===== src/rtl/bfs_defines.svh =====
`ifndef BFS_DEFINES_SVH
`define BFS_DEFINES_SVH

// Clock and the 1 us timebase tick
`define BF_CLK_NS     8
`define BF_TICK_NS    1000
`define BF_TICK_CYC   (`BF_TICK_NS / `BF_CLK_NS)

// Timer figures; one timebase tick is one microsecond
`define BF_MS2TK(m)   ((m) * 1000)
`define BF_T130_US    130
`define BF_T620_US    620
`define BF_T80_MS     80
`define BF_TFU_MS     100
`define BF_TFLT_MS    200
`define BF_TOV_MS     625
`define BF_TDC_MS     2500
`define BF_PFC_STOP_US 5

// Preheat quantisation
`define BF_PH_MAX_MS  2500
`define BF_PH_STEPS   127
`define BF_PH_STEP_US ((`BF_PH_MAX_MS * 1000) / `BF_PH_STEPS)

// Fault-U retry limit
`define BF_FU_MAX     7

// Dead time, least rounded up, longest rounded down
`define BF_DT_MIN_NS  1050
`define BF_DT_MAX_NS  2000
`define BF_DT_MIN_CYC ((`BF_DT_MIN_NS + `BF_CLK_NS - 1) / `BF_CLK_NS)
`define BF_DT_MAX_CYC (`BF_DT_MAX_NS / `BF_CLK_NS)

// Timer counter width
`define BF_TW         22

`endif


===== src/rtl/bfs_pkg.sv =====
package bfs_pkg;

	typedef enum logic [3:0] {
		ST_LOCK,
		ST_HYST,
		ST_W130,
		ST_START,
		ST_PREHT,
		ST_RUN,
		ST_FUW,
		ST_FLTW,
		ST_LATCH
	} bfs_state_t;

endpackage : bfs_pkg


===== src/rtl/bfs_filt.sv =====
`timescale 1ns/1ps
`include "bfs_defines.svh"

module bfs_filt (
	input  wire logic                mclk,
	input  wire logic                rst_n,
	input  wire logic                tick,
	input  wire logic                cond,
	input  wire logic [`BF_TW-1:0]   limit,
	output logic                     done
);

	logic [`BF_TW-1:0] cnt_r;

	assign done = cond && (cnt_r >= limit);

	// Any drop of the condition restarts the filter from zero
	always_ff @(posedge mclk or negedge rst_n) begin
		if (!rst_n)
			cnt_r <= '0;
		else if (!cond)
			cnt_r <= '0;
		else if (tick && !done)
			cnt_r <= cnt_r + `BF_TW'(1);
	end
endmodule : bfs_filt


===== src/rtl/bfs_dtime.sv =====
`timescale 1ns/1ps
`include "bfs_defines.svh"

module bfs_dtime (
	input  wire logic   mclk,
	input  wire logic   rst_n,
	input  wire logic   en,
	input  wire logic   phase,
	input  wire logic   valley,
	output logic        upper_r,
	output logic        lower_r
);

	localparam logic [7:0] DT_MIN = 8'(`BF_DT_MIN_CYC);
	localparam logic [7:0] DT_MAX = 8'(`BF_DT_MAX_CYC);

	logic [7:0] gap_r;
	wire want_up = en & phase;
	wire want_lo = en & ~phase;
	wire busy    = upper_r | lower_r;
	wire chg     = (upper_r != want_up) | (lower_r != want_lo);
	wire gap_min = gap_r >= DT_MIN;
	wire gap_max = gap_r >= DT_MAX;
	// Valley seen early still waits for the least dead time
	wire fire    = chg & ~busy & (gap_max | (gap_min & valley));

	always_ff @(posedge mclk or negedge rst_n) begin
		if (!rst_n) begin
			upper_r <= 1'b0;
			lower_r <= 1'b0;
			gap_r   <= 8'h00;
		end else if (chg && busy) begin
			upper_r <= 1'b0;
			lower_r <= 1'b0;
			gap_r   <= 8'h00;
		end else if (fire) begin
			upper_r <= want_up;
			lower_r <= want_lo;
		end else if (!gap_max) begin
			gap_r <= gap_r + 8'h01;
		end
	end
endmodule : bfs_dtime


===== src/rtl/bfs_supervisor.sv =====
// Operation
// - Overvoltage in run stops PFC drive fast
// - PFC drive resumes once bus below 105%
// - Overvoltage past 625ms is inverter overvoltage
// - Bus levels 12.5/75/95/109% are separate conditions
// - Fault U: power down, 100ms, recheck, restart
// - Fault U waits repeat at most seven times
// - Fault U restart skips preheat, later ones not
// - Preheat time in 127 steps to 2500ms
// - Filament open above 1.6V, low threshold after
// - Open filament blocks start until below 1.3V
// - No lamp sink current selects high currents
// - Restart level above 3.2V 620us latches
// - Fault: gates off, 200ms, then second attempt
// - Failed second attempt latches until removal
// - Grounded restart pin disables its function
// - Lamp AC overcurrent 620us is end of life
// - Lamp DC overcurrent 2500ms is rectifier fault
// - Grounded lamp input re-enabled in run
// - Damping switch only in extended off-time
// - Adaptive dead time 1.05 to 2.0us
// - Gate drives low during supply lockout
// - Wait 130us after start threshold, check bus
// - Bus must reach 95% within 80ms
`timescale 1ns/1ps
`include "bfs_defines.svh"

module bfs_supervisor #(
	parameter logic [`BF_TW-1:0] T_130  = `BF_TW'(`BF_T130_US),
	parameter logic [`BF_TW-1:0] T_620  = `BF_TW'(`BF_T620_US),
	parameter logic [`BF_TW-1:0] T_80   = `BF_TW'(`BF_MS2TK(`BF_T80_MS)),
	parameter logic [`BF_TW-1:0] T_FU   = `BF_TW'(`BF_MS2TK(`BF_TFU_MS)),
	parameter logic [`BF_TW-1:0] T_FLT  = `BF_TW'(`BF_MS2TK(`BF_TFLT_MS)),
	parameter logic [`BF_TW-1:0] T_OV   = `BF_TW'(`BF_MS2TK(`BF_TOV_MS)),
	parameter logic [`BF_TW-1:0] T_DC   = `BF_TW'(`BF_MS2TK(`BF_TDC_MS)),
	parameter logic [`BF_TW-1:0] PH_STP = `BF_TW'(`BF_PH_STEP_US)
) (
	input  wire logic         mclk,
	input  wire logic         rst_n,
	input  wire logic         supply_lockout,
	input  wire logic         supply_start,
	input  wire logic         bus_above_open,
	input  wire logic         bus_above_under,
	input  wire logic         bus_above_start,
	input  wire logic         bus_above_resume,
	input  wire logic         bus_above_ov,
	input  wire logic         res_above_thr,
	input  wire logic         res_above_latch,
	input  wire logic         res_grounded,
	input  wire logic         lamp_sense_first_sink,
	input  wire logic         lamp_sense_second_sink,
	input  wire logic         lamp_sense_first_low,
	input  wire logic         lamp_sense_second_low,
	input  wire logic         lamp_sense_first_en_lvl,
	input  wire logic         lamp_sense_second_en_lvl,
	input  wire logic         lamp_sense_first_ac_over,
	input  wire logic         lamp_sense_second_ac_over,
	input  wire logic         lamp_sense_first_dc_over,
	input  wire logic         lamp_sense_second_dc_over,
	input  wire logic [6:0]   preheat_time_set,
	input  wire logic         half_bridge_phase,
	input  wire logic         bridge_valley,
	input  wire logic         pfc_gate_req,
	input  wire logic         pfc_dcm_offtime,
	output logic              upper_gate_drive,
	output logic              lower_gate_drive,
	output logic              pfc_gate_drive,
	output logic              damping_switch,
	output logic              res_thr_low_sel,
	output logic              res_current_high_sel,
	output logic              res_current_reduced_sel,
	output logic              filament_open,
	output logic              end_of_life_fault,
	output logic              rectifier_effect_fault,
	output logic              latched_fault,
	output logic              run_mode,
	output logic              preheat_active
);

	localparam logic [6:0] TICK_LAST = 7'(`BF_TICK_CYC - 1);
	localparam logic [2:0] FU_MAX    = 3'(`BF_FU_MAX);

	bfs_pkg::bfs_state_t st_r;
	bfs_pkg::bfs_state_t st_nxt;

	logic [6:0]  div_r;
	logic [2:0]  fu_cnt_r;
	logic [2:0]  fu_nxt;
	logic        skip_r;
	logic        skip_nxt;
	logic        retry_r;
	logic        retry_nxt;
	logic        fil_open_r;
	logic        res_dis_r;
	logic        hs_open_r;
	logic [1:0]  lamp_en_r;
	logic        pfc_stop_r;
	logic        pfc_gate_r;
	logic        damping_r;
	logic        end_of_life_fault_r;
	logic        rectifier_effect_fault_r;
	logic        latched_r;
	logic        run_r;
	logic        preht_r;
	logic        wait_clr_r;
	logic        t130_done;
	logic        t80_done;
	logic        tov_done;
	logic        wait_done;
	logic        res_done;
	logic        end_of_life_fault_done;
	logic        rectifier_effect_fault_done;
	logic        tph_done;

	wire tick     = div_r == TICK_LAST;
	wire in_run   = st_r == bfs_pkg::ST_RUN;
	wire in_wait  = st_r == bfs_pkg::ST_FUW ||
		st_r == bfs_pkg::ST_FLTW;
	wire inv_en   = st_r == bfs_pkg::ST_START ||
		st_r == bfs_pkg::ST_PREHT || in_run;
	wire pfc_en   = inv_en && !pfc_stop_r;
	wire ov_run   = in_run && bus_above_ov;
	wire fil_set  = !res_dis_r && !fil_open_r && res_above_thr &&
		st_r != bfs_pkg::ST_LOCK;
	wire fil_clr  = fil_open_r && !res_above_thr;
	// Start needs bus inside 12.5..105% and both filaments present
	wire start_ok = bus_above_open && !bus_above_resume &&
		!fil_open_r && !fil_set;
	wire ac_any   = |(lamp_en_r & {lamp_sense_second_ac_over,
		lamp_sense_first_ac_over});
	wire dc_any   = |(lamp_en_r & {lamp_sense_second_dc_over,
		lamp_sense_first_dc_over});
	wire lamp_snk = |(lamp_en_r & {lamp_sense_second_sink,
		lamp_sense_first_sink});
	wire enter_st = st_nxt == bfs_pkg::ST_START &&
		st_r != bfs_pkg::ST_START;
	wire [`BF_TW-1:0] wait_lim = (st_r == bfs_pkg::ST_FUW) ? T_FU : T_FLT;
	wire [`BF_TW-1:0] ph_lim = PH_STP *
		{15'h0000, preheat_time_set};

	bfs_filt u_t130 (
		.mclk  (mclk),
		.rst_n (rst_n),
		.tick  (tick),
		.cond  (st_r == bfs_pkg::ST_W130),
		.limit (T_130),
		.done  (t130_done)
	);

	bfs_filt u_t80 (
		.mclk  (mclk),
		.rst_n (rst_n),
		.tick  (tick),
		.cond  (st_r == bfs_pkg::ST_START),
		.limit (T_80),
		.done  (t80_done)
	);

	bfs_filt u_tov (
		.mclk  (mclk),
		.rst_n (rst_n),
		.tick  (tick),
		.cond  (ov_run),
		.limit (T_OV),
		.done  (tov_done)
	);

	// Wait timer drops its condition for one cycle to re-arm
	bfs_filt u_twait (
		.mclk  (mclk),
		.rst_n (rst_n),
		.tick  (tick),
		.cond  (in_wait && !wait_clr_r),
		.limit (wait_lim),
		.done  (wait_done)
	);

	bfs_filt u_tres (
		.mclk  (mclk),
		.rst_n (rst_n),
		.tick  (tick),
		.cond  (in_run && res_above_latch && !res_dis_r),
		.limit (T_620),
		.done  (res_done)
	);

	bfs_filt u_teol1 (
		.mclk  (mclk),
		.rst_n (rst_n),
		.tick  (tick),
		.cond  (in_run && ac_any),
		.limit (T_620),
		.done  (end_of_life_fault_done)
	);

	bfs_filt u_teol2 (
		.mclk  (mclk),
		.rst_n (rst_n),
		.tick  (tick),
		.cond  (in_run && dc_any),
		.limit (T_DC),
		.done  (rectifier_effect_fault_done)
	);

	bfs_filt u_tph (
		.mclk  (mclk),
		.rst_n (rst_n),
		.tick  (tick),
		.cond  (st_r == bfs_pkg::ST_PREHT),
		.limit (ph_lim),
		.done  (tph_done)
	);

	bfs_dtime u_dtime (
		.mclk    (mclk),
		.rst_n   (rst_n),
		.en      (inv_en && !supply_lockout),
		.phase   (half_bridge_phase),
		.valley  (bridge_valley),
		.upper_r (upper_gate_drive),
		.lower_r (lower_gate_drive)
	);

	always_comb begin
		st_nxt    = st_r;
		fu_nxt    = fu_cnt_r;
		skip_nxt  = skip_r;
		retry_nxt = retry_r;
		case (st_r)
		bfs_pkg::ST_LOCK: st_nxt = bfs_pkg::ST_HYST;
		bfs_pkg::ST_HYST: if (supply_start) begin
			st_nxt = bfs_pkg::ST_W130;
		end
		bfs_pkg::ST_W130: if (t130_done) begin
			st_nxt = start_ok ? bfs_pkg::ST_START
				: bfs_pkg::ST_HYST;
		end
		bfs_pkg::ST_START: if (bus_above_start) begin
			st_nxt   = skip_r ? bfs_pkg::ST_RUN
				: bfs_pkg::ST_PREHT;
			skip_nxt = 1'b0;
		end else if (t80_done || !bus_above_open) begin
			if (skip_r && fu_cnt_r < FU_MAX) begin
				st_nxt = bfs_pkg::ST_FUW;
			end else begin
				st_nxt    = retry_r ? bfs_pkg::ST_LATCH
					: bfs_pkg::ST_FLTW;
				retry_nxt = 1'b1;
				skip_nxt  = 1'b0;
			end
		end
		bfs_pkg::ST_PREHT: if (tph_done) begin
			st_nxt = bfs_pkg::ST_RUN;
		end
		bfs_pkg::ST_RUN: if (res_done) begin
			st_nxt = bfs_pkg::ST_LATCH;
		end else if (!bus_above_under || tov_done) begin
			st_nxt   = bfs_pkg::ST_FUW;
			fu_nxt   = 3'h0;
			skip_nxt = 1'b1;
		end else if (end_of_life_fault_done || rectifier_effect_fault_done) begin
			st_nxt    = retry_r ? bfs_pkg::ST_LATCH
				: bfs_pkg::ST_FLTW;
			retry_nxt = 1'b1;
		end
		bfs_pkg::ST_FUW: if (wait_done) begin
			fu_nxt = fu_cnt_r + 3'h1;
			if (start_ok) begin
				st_nxt = bfs_pkg::ST_START;
			end else if (fu_cnt_r == FU_MAX - 3'h1) begin
				st_nxt    = retry_r ? bfs_pkg::ST_LATCH
					: bfs_pkg::ST_FLTW;
				retry_nxt = 1'b1;
				skip_nxt  = 1'b0;
			end
		end
		bfs_pkg::ST_FLTW: if (wait_done && start_ok) begin
			st_nxt = bfs_pkg::ST_START;
		end
		bfs_pkg::ST_LATCH: if (fil_set) begin
			// A newly open filament means the lamp was pulled
			st_nxt    = bfs_pkg::ST_HYST;
			retry_nxt = 1'b0;
		end
		default: st_nxt = bfs_pkg::ST_LOCK;
		endcase
		if (supply_lockout) begin
			st_nxt    = bfs_pkg::ST_LOCK;
			fu_nxt    = 3'h0;
			skip_nxt  = 1'b0;
			retry_nxt = 1'b0;
		end
	end

	always_ff @(posedge mclk or negedge rst_n) begin
		if (!rst_n) begin
			st_r       <= bfs_pkg::ST_LOCK;
			fu_cnt_r   <= 3'h0;
			skip_r     <= 1'b0;
			retry_r    <= 1'b0;
			div_r      <= 7'h00;
			wait_clr_r <= 1'b0;
		end else begin
			st_r       <= st_nxt;
			fu_cnt_r   <= fu_nxt;
			skip_r     <= skip_nxt;
			retry_r    <= retry_nxt;
			div_r      <= tick ? 7'h00 : div_r + 7'h01;
			wait_clr_r <= wait_done;
		end
	end

	// Restart-sense pin: grounding disables it until lockout
	always_ff @(posedge mclk or negedge rst_n) begin
		if (!rst_n) begin
			res_dis_r  <= 1'b0;
			fil_open_r <= 1'b0;
		end else begin
			if (st_r == bfs_pkg::ST_LOCK)
				res_dis_r <= 1'b0;
			else if (res_grounded)
				res_dis_r <= 1'b1;
			if (st_r == bfs_pkg::ST_LOCK || res_dis_r)
				fil_open_r <= 1'b0;
			else if (fil_set)
				fil_open_r <= 1'b1;
			else if (fil_clr)
				fil_open_r <= 1'b0;
		end
	end

	// Lamp inputs are strapped off by grounding during lockout
	always_ff @(posedge mclk or negedge rst_n) begin
		if (!rst_n) begin
			lamp_en_r <= 2'h0;
			hs_open_r <= 1'b0;
		end else begin
			if (st_r == bfs_pkg::ST_LOCK)
				lamp_en_r <= {!lamp_sense_second_low,
					!lamp_sense_first_low};
			else if (in_run)
				lamp_en_r <= lamp_en_r | {lamp_sense_second_en_lvl,
					lamp_sense_first_en_lvl};
			// Frozen once the start threshold is passed
			if (st_r == bfs_pkg::ST_LOCK)
				hs_open_r <= 1'b0;
			else if (st_r == bfs_pkg::ST_HYST && !supply_start)
				hs_open_r <= !lamp_snk;
		end
	end

	always_ff @(posedge mclk or negedge rst_n) begin
		if (!rst_n) begin
			pfc_stop_r <= 1'b0;
			pfc_gate_r <= 1'b0;
			damping_r  <= 1'b0;
		end else begin
			if (ov_run)
				pfc_stop_r <= 1'b1;
			else if (!in_run || !bus_above_resume)
				pfc_stop_r <= 1'b0;
			pfc_gate_r <= pfc_gate_req && pfc_en && !ov_run &&
				!supply_lockout;
			damping_r  <= pfc_en && pfc_dcm_offtime &&
				!pfc_gate_req && !supply_lockout;
		end
	end

	// Fault flags: a set in the clearing cycle wins
	always_ff @(posedge mclk or negedge rst_n) begin
		if (!rst_n) begin
			end_of_life_fault_r    <= 1'b0;
			rectifier_effect_fault_r    <= 1'b0;
			latched_r <= 1'b0;
			run_r     <= 1'b0;
			preht_r   <= 1'b0;
		end else begin
			if (end_of_life_fault_done)
				end_of_life_fault_r <= 1'b1;
			else if (st_r == bfs_pkg::ST_LOCK || enter_st)
				end_of_life_fault_r <= 1'b0;
			if (rectifier_effect_fault_done)
				rectifier_effect_fault_r <= 1'b1;
			else if (st_r == bfs_pkg::ST_LOCK || enter_st)
				rectifier_effect_fault_r <= 1'b0;
			latched_r <= st_nxt == bfs_pkg::ST_LATCH;
			run_r     <= st_nxt == bfs_pkg::ST_RUN;
			preht_r   <= st_nxt == bfs_pkg::ST_PREHT;
		end
	end

	assign pfc_gate_drive          = pfc_gate_r;
	assign damping_switch          = damping_r;
	assign res_thr_low_sel         = fil_open_r;
	assign res_current_reduced_sel = fil_open_r;
	assign res_current_high_sel    = hs_open_r;
	assign filament_open           = fil_open_r;
	assign end_of_life_fault       = end_of_life_fault_r;
	assign rectifier_effect_fault  = rectifier_effect_fault_r;
	assign latched_fault           = latched_r;
	assign run_mode                = run_r;
	assign preheat_active          = preht_r;
endmodule : bfs_supervisor


===== config.mk =====
export PLATFORM = sky130hd
export DESIGN_NAME = bfs_supervisor
export DESIGN_NICKNAME = d
export VERILOG_FILES = /design/src/rtl/bfs_pkg.sv /design/src/rtl/bfs_filt.sv /design/src/rtl/bfs_dtime.sv /design/src/rtl/bfs_supervisor.sv
export VERILOG_INCLUDE_DIRS = /design/src /design/src/rtl
export SDC_FILE = /design/constraint.sdc
export NUM_CORES = 1
export LEC_CHECK = 0
export ABC_CLOCK_PERIOD_IN_PS = 6550
export BUFFER_PORTS_ARGS = -buffer_cell sky130_fd_sc_hd__buf_2
export CORE_MARGIN = 1.5
export CORE_UTILIZATION = 25
export DETAILED_ROUTE_END_ITERATION = 10
export PLACE_DENSITY = 0.37
export SYNTH_ARGS = -nofsm -noshare
export SYNTH_HDL_FRONTEND = slang
export SYNTH_SLANG_ARGS = --single-unit

===== constraint.sdc =====
create_clock -name mclk -period 6.55 [get_ports mclk]
set_input_delay 0.655 -clock mclk [delete_from_list [all_inputs] [get_ports mclk]]
set_output_delay 0.655 -clock mclk [all_outputs]
set_load 0.005 [all_outputs]

==> Yosys cells after proc, flatten, opt, wreduce, memory -nomap -nowiden <==
Cells that the tools add are included.
{ "classes": {"add_sub_neg": 11, "multipliers": 1, "n_lt_le_gt_ge": 11, "eq_ne": 40, "muxes": 85, "bitwise": 14, "reduce_logical": 96} }
{ "ops": {"columns": ["cell", "count"], "rows": [
  ["two-way mux 22 bit", 16],
  ["adder 22 x 1 -> 22 bit, second input constant", 8],
  ["two-way mux 4 bit", 16],
  [">= comparator 22 x 10 -> 1 bit, second input constant", 2],
  ["logical AND 1 bit", 42],
  ["two-way mux 1 bit", 37],
  ["one-hot mux 4 bit (9 select lines)", 1],
  ["zero test 1 bit", 25],
  ["== test 4 x 3 -> 1 bit, second input constant", 6],
  ["two-way mux 8 bit", 3],
  [">= comparator 22 x 17 -> 1 bit, second input constant", 1],
  [">= comparator 22 x 18 -> 1 bit", 1],
  [">= comparator 22 x 20 -> 1 bit, second input constant", 1],
  [">= comparator 22 bit", 1],
  [">= comparator 22 bit, second input constant", 1],
  [">= comparator 22 x 8 -> 1 bit, second input constant", 1],
  ["multiplier 15 x 7 -> 22 bit, first input constant", 1],
  ["!= test 3 bit, second input constant", 7],
  ["!= test 2 bit, second input constant", 10],
  ["two-way mux 18 bit", 1],
  [">= comparator 8 bit, second input constant", 2],
  ["nonzero test 2 bit", 7],
  ["== test 4 x 2 -> 1 bit, second input constant", 3],
  ["two-way mux 3 bit", 4],
  ["32 further kinds", 61]
]} }
{ "totals": {"regBits": 216, "input_bits": 33, "wordCells": 287} }

==> Longest topological paths before layout <==
Gate-level depths: netlist (run 1).
{ "logic_depth": {"depth_word": 15, "depth_mapped": 27} }

==> Hierarchy <==
Synthesis (run 1) repeated with hierarchy kept, for this count alone.
{ "hier_totals": {"cells_unflattened": 2153, "hier_area_um2": 17868.4} }
{ "by_module_without_submodules": {"columns": ["mod", "instances", "cells_per_inst", "area_per_inst_um2"], "rows": [
  ["bfs_filt (u_t130 ...)", 7, 210, 1709.1],
  ["bfs_supervisor", 1, 419, 3587.2],
  ["bfs_filt (u_tph)", 1, 208, 1746.7],
  ["bfs_dtime", 1, 56, 570.5]
]} }

==> Worst setup path after synthesis (run 1) <==
Ideal clock, no wire load.
{ "synth_path": {"path_kind": "input port to flip-flop", "start": "input port preheat_time_set[1]", "end": "register u_tph.cnt_r[20]", "setup_time_ns": 0.078, "t_arrival_ns": 6.050, "slack_ns": 0.421, "stages": 25, "path_buffers": 1, "path_cell_list": "inv_1 > fa_1 > inv_1 > ha_1 > fa_1 > ha_1 > ha_1 > or3_1 > o2111a_1 > o21a_1 > o21a_1 > o21ai_0 > o21ai_0 > a31oi_1 > xor2_1 > ha_1 > a21o_1 > a21o_1 > a21oi_1 > o21ai_1 > nor3_4 > o211ai_1 > clkbuf_1 > or3_1 > a21oi_1"} }
{ "synth_between": {"elab_chain_cells": 6} }
{ "synth_rtl": {"columns": ["element", "line", "rtl"], "rows": [
  ["start: declaration", "bfs_supervisor.sv:60", "input wire logic [6:0] preheat_time_set,"],
  ["multiplier 15 x 7 -> 22 bit", "bfs_supervisor.sv:138", "wire [`BF_TW-1:0] ph_lim = PH_STP *"],
  [">= comparator 22 bit", "bfs_filt.sv:15", "assign done = cond && (cnt_r >= limit);"],
  ["logical AND 1 bit", "bfs_filt.sv:15", null],
  ["zero test 1 bit", "bfs_filt.sv:23", "else if (tick && !done)"],
  ["logical AND 1 bit", "bfs_filt.sv:23", null],
  ["!= test 2 bit (no source line)", null, null],
  ["end signal: assignment", "bfs_filt.sv:24", "cnt_r <= cnt_r + `BF_TW'(1);"],
  ["end: declaration", "bfs_filt.sv:13", "logic [`BF_TW-1:0] cnt_r;"]
]} }
Every way passes these cells.
A chain may end at the register's enable or synchronous reset.

==> Worst setup path after layout (run 1) <==
{ "layout_path": {"start": "input port preheat_time_set[1]", "end": "register u_tph.cnt_r[21]"} }
The elaborated chain is that of the path after synthesis.

==> run summary, run 1 <==
Final cell area excluding filler cells - 15300 um2
Detailed placement HPWL - 23200 um
Total wirelength of the detailed-routed design - 32500 um
Largest vdd supply drop - 0.144 mV
Global-route wire length before repair - 54400 um
Wire per inst - 14.8 um
Total leakage power - 6.54 nW
Area growth from synthesis to layout - 15.7%
Number of buffers inserted by port buffering - 45
Endpoint of the lowest-slack register-to-register path - rectifier_effect_fault
Num CTS Buffers - 29
Number of different library cells in the post-synthesis netlist - 83
RSZ-0062 raised after global routing - no
EDFF count, synth - 0
Cells taking the most area after synthesis - dfrtp_1 (41%), ha_1 (9.9%), nor2_1 (6.2%)
CTS tree - done
Share of final-layout standard cells stronger than drive strength 1 - 9.61%
Count of antenna-violating nets left after detailed routing - 0
Slew margin rel. - 31.2%
Post-CTS resize count - 0
Final count of pins violating max slew - 0
Kind of path behind the tightest hold check - in2async
Largest net degree at the start of global routing - 130
I/O pin cnt - 46
Max Buffers Root-to-Sink - 3
Share of synthesized area occupied by flip-flops and latches - 40.9%
Initial core utilization - 25.2%
Part of the cycle the worst path needs - 91.1%
Largest fanout on the critical path - 15
Routed vias/inst - 4.62
Routability congestion estimate - 0.749
Syn nets - 1579
Final critical-path required period - 5.97 ns
Cells after Synth - 1424
Synthesis Warnings - 0
Setup crit end - u_tph.cnt_r[21]
Required time at the endpoint of the critical path - 7.03 ns
Total count of hold-check failures in the final report - 0
Startpoint of the lowest-slack register-to-register path - st_r[2]
Synth top area share - 40.9%
Clock transition at the register clock pins on the worst setup and hold paths after CTS - 0.05 ns
Power per standard cell area - 234 nW/um2
Number of rows created at floorplan - 84
Critical path launch point - preheat_time_set[1]
Chip width - 233 um
Ant. Diodes - 0
Post-DP Area - 14400 um2
Setup Skew - 0.0126 ns
Longest individual stage delay on the worst path - 0.54 ns
Layout Nets - 1644
Worst Setup Slack, final - 0.585 ns
Vias in the first global route - 10200
Insertion delay of the later-clocked pin in the worst-skew pair - 0.56 ns
Slowest-stage cell, CP - fa_1
Slew at the pin closest to its max-slew limit - 1.03 ns
Total routing usage reported by global routing - 12.3%
Number of antenna violations at the first check in global routing - 4
Die area - 54200 um2
Predominant post-synthesis flop cell - dfrtp_1
Initial drt markers - 414
Critical path launch point type - input pin
Cell repeated most along the worst path - ha_1
Post-synthesis sequential element count - 216
Critical path start-end classification - in2reg
Mapped Avg Cell Area - 9.28 um2
Worst slack at placement - -0.0339 ns
Cell depth of the worst flop-to-flop path - 11
Area leader, netlist - dfrtp_1
Setup slack on the worst flop-to-flop path - 2.36 ns
Post-Synthesis Cell Area - 13200 um2
H-tree Lvls - 1
First-pass iteration count of the detailed router - 5
Share of async-settable or async-resettable flops after synthesis - 100%
Y dimension of the die - 233 um
Vias - 10100
Number of clock sinks seen by CTS - 216
Number of max-capacitance violations reported - 0
Hold bufs inserted after CTS - 0
Commonest non-fill, non-tap cells in the layout - nor2_1 (219), dfrtp_1 (216), ha_1 (105)
Endpoint arrival time on the critical path - 6.44 ns
Core region area - 52300 um2
Crit. End Element - flop
Run status - finished clean
Number of DRC violations after detailed routing - 0
Cell at the root of the clock tree - clkbuf_16
Postcts setup bufs - 0
Total grt overflow - 0
Maximum achievable frequency - 0.168 GHz
Commonest non-fill, non-tap cell in the layout - nor2_1
Final setup viols - 0
cell type report:
cell class                      instances  area, um2
Fill cell                            5530      37100
Multi-Input combinational cell       1076       7280
Sequential cell                       216       5410
Clock buffer                           46        890
Tap cell                              688        861
Timing Repair Buffer                   76        480
Inverter                               90        338
Clock inverter                          5       35.0
per-stage QoR:
stage	hold slack (ns)	setup TNS, ns	total power, mW	instances	utilization, %
2_1_floorplan	0.359	0	1.87	1424	-
3_3_place_gp	0.478	0	2.10	2146	27.4
3_5_place_dp	0.478	-0.0394	2.10	2146	27.4
4_1_cts	0.117	0	3.67	2197	29.2
5_1_grt	0.147	0	3.82	2197	29.2
6_report	0.0882	0	3.58	2197	29.2
cell usage after synthesis, types with 12 or more instances:
library cell	n
a31oi_1	31
and3_1	37
or3_1	32
dfrtp_1	216
ha_1	105
xnor2_1	48
nor2_1	219
xor2_1	61
nor4_1	19
nand2_1	84
nand3_1	38
a21o_1	12
nand4_1	31
o21ai_0	55
fa_1	17
nor3_1	32
inv_1	90
clkbuf_1	27
a21oi_1	86
sequential cells by signal (all words and copies together), names as in the netlist, 2 cells and up:
register	flops
u_tres.cnt_r	22
u_dtime.gap_r	8
fu_cnt_r	3
lamp_en_r	2
div_r	7
u_tov.cnt_r	22
u_teol2.cnt_r	22
u_tph.cnt_r	22
u_teol1.cnt_r	22
u_twait.cnt_r	22
st_r	4
u_t130.cnt_r	22
u_t80.cnt_r	22
report_power, final:
part	internal [mW]	total (mW)	leakage (nW)	switching, mW
Sequential	1.35	1.38	2.98	0.0289
Combinational	0.299	0.686	3.11	0.387
Clock	0.920	1.52	0.454	0.598
Total	2.57	3.58	6.54	1.01
logic make-up after synthesis:
group           after synthesis  synth area share (%)
compound gates              269                  13.0
xor+xnor                    109                  7.23
fa+ha+maj                   122                  12.5
buf+inv                     132                  3.98
flops                       216                  40.9
mux                           7                 0.531
simple gates                569                  21.8
how the worst min path moves through the flow:
| stage | startpoint | to | slack, ns | cells past startpoint |
|---|---|---|---|---|
| after CTS | rst_n | u_teol1.cnt_r[0] | 0.12 | 1 |
| after global placement | u_dtime.lower_r | u_dtime.upper_r | 0.48 | 1 |
| after detailed placement | u_twait.cnt_r[21] | u_twait.cnt_r[21] | 0.48 | 2 |
| after floorplan | rst_n | damping_switch | 0.36 | 0 |
| after global routing | rst_n | u_teol1.cnt_r[0] | 0.15 | 1 |
| final | rst_n | u_teol1.cnt_r[2] | 0.09 | 1 |
metal layers:
layer,vias up,GRT usage [%],routed length [um]
li1,5184,-,-
met1,4814,16.9,15900
met2,85,20.0,14800
met3,52,2.24,1020
met4,8,3.08,762
met5,-,0,40
critical path: cells and delay by family:
family / cells / cell delay [ns]
AO/OA/AOI/OAI: 11 / 2.05
XOR/XNOR: 1 / 0.20
buffers and inverters: 4 / 0.43
adder cells (fa/ha/maj): 6 / 2.13
AND/OR/NAND/NOR: 3 / 1.00
Note: power is estimated with default switching activity, not from simulation.
==> run 2, diff against run 1 <==
--- a/config.mk
+++ b/config.mk
@@ -7,7 +7,8 @@
 export NUM_CORES = 1
 export LEC_CHECK = 0
 export ABC_CLOCK_PERIOD_IN_PS = 6550
-export BUFFER_PORTS_ARGS = -buffer_cell sky130_fd_sc_hd__buf_2
+export BUFFER_PORTS_ARGS = -buffer_cell sky130_fd_sc_hd__buf_4
+export CAP_MARGIN = 5
 export CORE_MARGIN = 1.5
 export CORE_UTILIZATION = 25
 export DETAILED_ROUTE_END_ITERATION = 10
==> run summary, run 2 (same netlist as run 1, synthesis figures left out) <==
Run status - finished clean (unchanged)
Top routing layer in use - met5 (unchanged)
Total leakage power - 6.57 nW (was 6.54 nW)
Ant. Diodes - 0 (unchanged)
Routed vias/inst - 4.63 (was 4.62)
Core region area - 52300 um2 (unchanged)
Routability congestion estimate - 0.765 (was 0.749)
Commonest non-fill, non-tap cells in the layout - nor2_1 (219), dfrtp_1 (216), ha_1 (105) (unchanged)
Relative contribution of the clock network to total power - 43.5% (was 42.4%)
Largest fanout on the critical path - 15 (unchanged)
Area growth from synthesis to layout - 16.7% (was 15.7%)
Postcts setup bufs - 0 (unchanged)
Slew at the pin closest to its max-slew limit - 1.11 ns (was 1.03 ns)
Total grt overflow - 0 (unchanged)
Gate power share - 18.9% (was 19.2%)
Setup slack on the worst flop-to-flop path - 2.27 ns (was 2.36 ns)
RSZ-0062 raised after global routing - no (unchanged)
Initial core utilization - 25.2% (unchanged)
Commonest non-fill, non-tap cell in the layout - nor2_1 (unchanged)
Maximum achievable frequency - 0.169 GHz (was 0.168 GHz)
Number of antenna violations at the first check in global routing - 2 (was 4)
Largest net degree at the start of global routing - 154 (was 130)
Crit. End Element - flop (unchanged)
CTS tree - done (unchanged)
Met3 layer wire length in the routed design - 964 um (was 1020 um)
Hold Worst Slack - 0.0417 ns (was 0.0882 ns)
Setup Skew - 0.0209 ns (was 0.0126 ns)
H-tree Lvls - 1 (unchanged)
Slew margin rel. - 26.1% (was 31.2%)
Cell depth of the worst flop-to-flop path - 11 (unchanged)
Endpoint arrival time on the critical path - 6.39 ns (was 6.44 ns)
Chip width - 233 um (unchanged)
Metal2 WL - 15100 um (was 14800 um)
Vias - 10200 (was 10100)
Largest vdd supply drop - 0.195 mV (was 0.144 mV)
Switching part of the total - 28.6% (was 28.3%)
Insertion delay of the later-clocked pin in the worst-skew pair - 0.56 ns (about the same)
Required time at the endpoint of the critical path - 7.02 ns (was 7.03 ns)
Post-CTS resize count - 0 (unchanged)
Endpoint of the lowest-slack register-to-register path - end_of_life_fault (was rectifier_effect_fault)
Share of power burned in registers - 37.6% (was 38.5%)
Final critical-path required period - 5.91 ns (was 5.97 ns)
Number of clock sinks seen by CTS - 216 (unchanged)
Share of final-layout standard cells stronger than drive strength 1 - 9.75% (was 9.61%)
Worst Setup Slack, final - 0.635 ns (was 0.585 ns)
Power per standard cell area - 237 nW/um2 (was 234 nW/um2)
Number of buffers inserted by port buffering - 45 (unchanged)
Num CTS Buffers - 29 (unchanged)
Final sum of negative setup slack - 0 ns (unchanged)
Kind of path behind the tightest hold check - in2async (unchanged)
Worst slack at placement - 0.0165 ns (was -0.0339 ns)
Number of max-capacitance violations reported - 0 (unchanged)
Design Power - 3.66 mW (was 3.58 mW)
Number of DRC violations after detailed routing - 0 (unchanged)
Total count of hold-check failures in the final report - 0 (unchanged)
Die area - 54200 um2 (unchanged)
Part of the cycle the worst path needs - 90.3% (was 91.1%)
Wl on met1 - 16000 um (was 15900 um)
Internal - 2.61 mW (was 2.57 mW)
Global-route wire length before repair - 54700 um (was 54400 um)
Clock transition at the register clock pins on the worst setup and hold paths after CTS - 0.06 ns (was 0.05 ns)
Wire per inst - 14.9 um (was 14.8 um)
Layout Nets - 1641 (was 1644)
Critical path start-end classification - in2reg (unchanged)
Number of rows created at floorplan - 84 (unchanged)
Count of antenna-violating nets left after detailed routing - 0 (unchanged)
Final count of pins violating max slew - 0 (unchanged)
Detailed placement HPWL - 23200 um (about the same)
Y dimension of the die - 233 um (unchanged)
Final setup viols - 0 (unchanged)
Initial drt markers - 401 (was 414)
Max Buffers Root-to-Sink - 3 (unchanged)
First-pass iteration count of the detailed router - 5 (unchanged)
NetSw - 1.05 mW (was 1.01 mW)
I/O pin cnt - 46 (unchanged)
Total wirelength of the detailed-routed design - 32600 um (was 32500 um)
Cell at the root of the clock tree - clkbuf_16 (unchanged)
Startpoint of the lowest-slack register-to-register path - st_r[2] (unchanged)
Total routing usage reported by global routing - 12.3% (about the same)
Critical path launch point type - input pin (unchanged)
Vias in the first global route - 10100 (was 10200)
Hold bufs inserted after CTS - 0 (unchanged)
run 2: changes by cell type in the layout (fill, tap and decap cells not counted), sizes merged:
cell / change
clkinv: +3
buf: -3
clkbuf: -7
inv: +1
bufinv: +2
clkinvlp: +3
run 2: worst max-delay path: stages:
cell and delay, ns:
buf_4 0.10, inv_1 0.06, fa_1 0.54, inv_1 0.05, ha_1 0.29, fa_1 0.49, ha_1 0.31, ha_1 0.22
or3_1 0.37, o2111a_1 0.25, o21a_1 0.18, o21a_1 0.17, o21ai_0 0.26, o21ai_0 0.21, a21boi_0 0.23, xor2_1 0.19
ha_1 0.27, a21o_1 0.16, a21oi_1 0.14, o21ai_1 0.13, nor3_4 0.24, o211ai_1 0.11, buf_4 0.20, or4_1 0.40
a21oi_1 0.15
run 2: how the worst max path moves through the flow:
stage	from	endpoint	slack, ns
floorplan	preheat_time_set[1]	u_tph.cnt_r[20]	0.42
global placement	preheat_time_set[1]	u_tph.cnt_r[21]	0.09
detailed placement	preheat_time_set[1]	u_tph.cnt_r[21]	0.02
CTS	preheat_time_set[1]	u_tph.cnt_r[21]	0.57
global route	preheat_time_set[1]	u_tph.cnt_r[21]	0.16
finish	preheat_time_set[1]	u_tph.cnt_r[21]	0.64
run 2: routing by layer:
metal / global-route usage (%) / vias to the layer above
li1: - / 5154
met1: 17.0 / 4890
met3: 2.11 / 34
met2: 20.3 / 87
met5: 0 / -
met4: 2.42 / 4
run 2: final cells by class:
| class | instances | area (um2) |
|---|---|---|
| tap | 688 | 861 |
| fill | 5532 | 36900 |
| timing repair buffer | 73 | 568 |
| clock inverter | 14 | 141 |
| multi-input combinational | 1076 | 7280 |
| clock buffer | 39 | 823 |
| inverter | 90 | 338 |
| sequential | 216 | 5410 |
run 2: power by group through the flow:
stage / sequential, mW / combinational [mW] / clock, mW
2_1_floorplan: 1.38 / 0.485 / 0
3_3_place_gp: 1.40 / 0.707 / 0
3_5_place_dp: 1.40 / 0.705 / 0
4_1_cts: 1.38 / 0.711 / 1.66
5_1_grt: 1.38 / 0.807 / 1.71
6_report: 1.38 / 0.691 / 1.59
run 2: per-stage QoR:
step / std cells / utilization (%) / area (um2)
2_1_floorplan: 1424 / - / 13200
3_3_place_gp: 2143 / 27.6 / 14400
3_5_place_dp: 2143 / 27.6 / 14400
4_1_cts: 2196 / 29.4 / 15400
5_1_grt: 2196 / 29.4 / 15400
6_report: 2196 / 29.4 / 15400
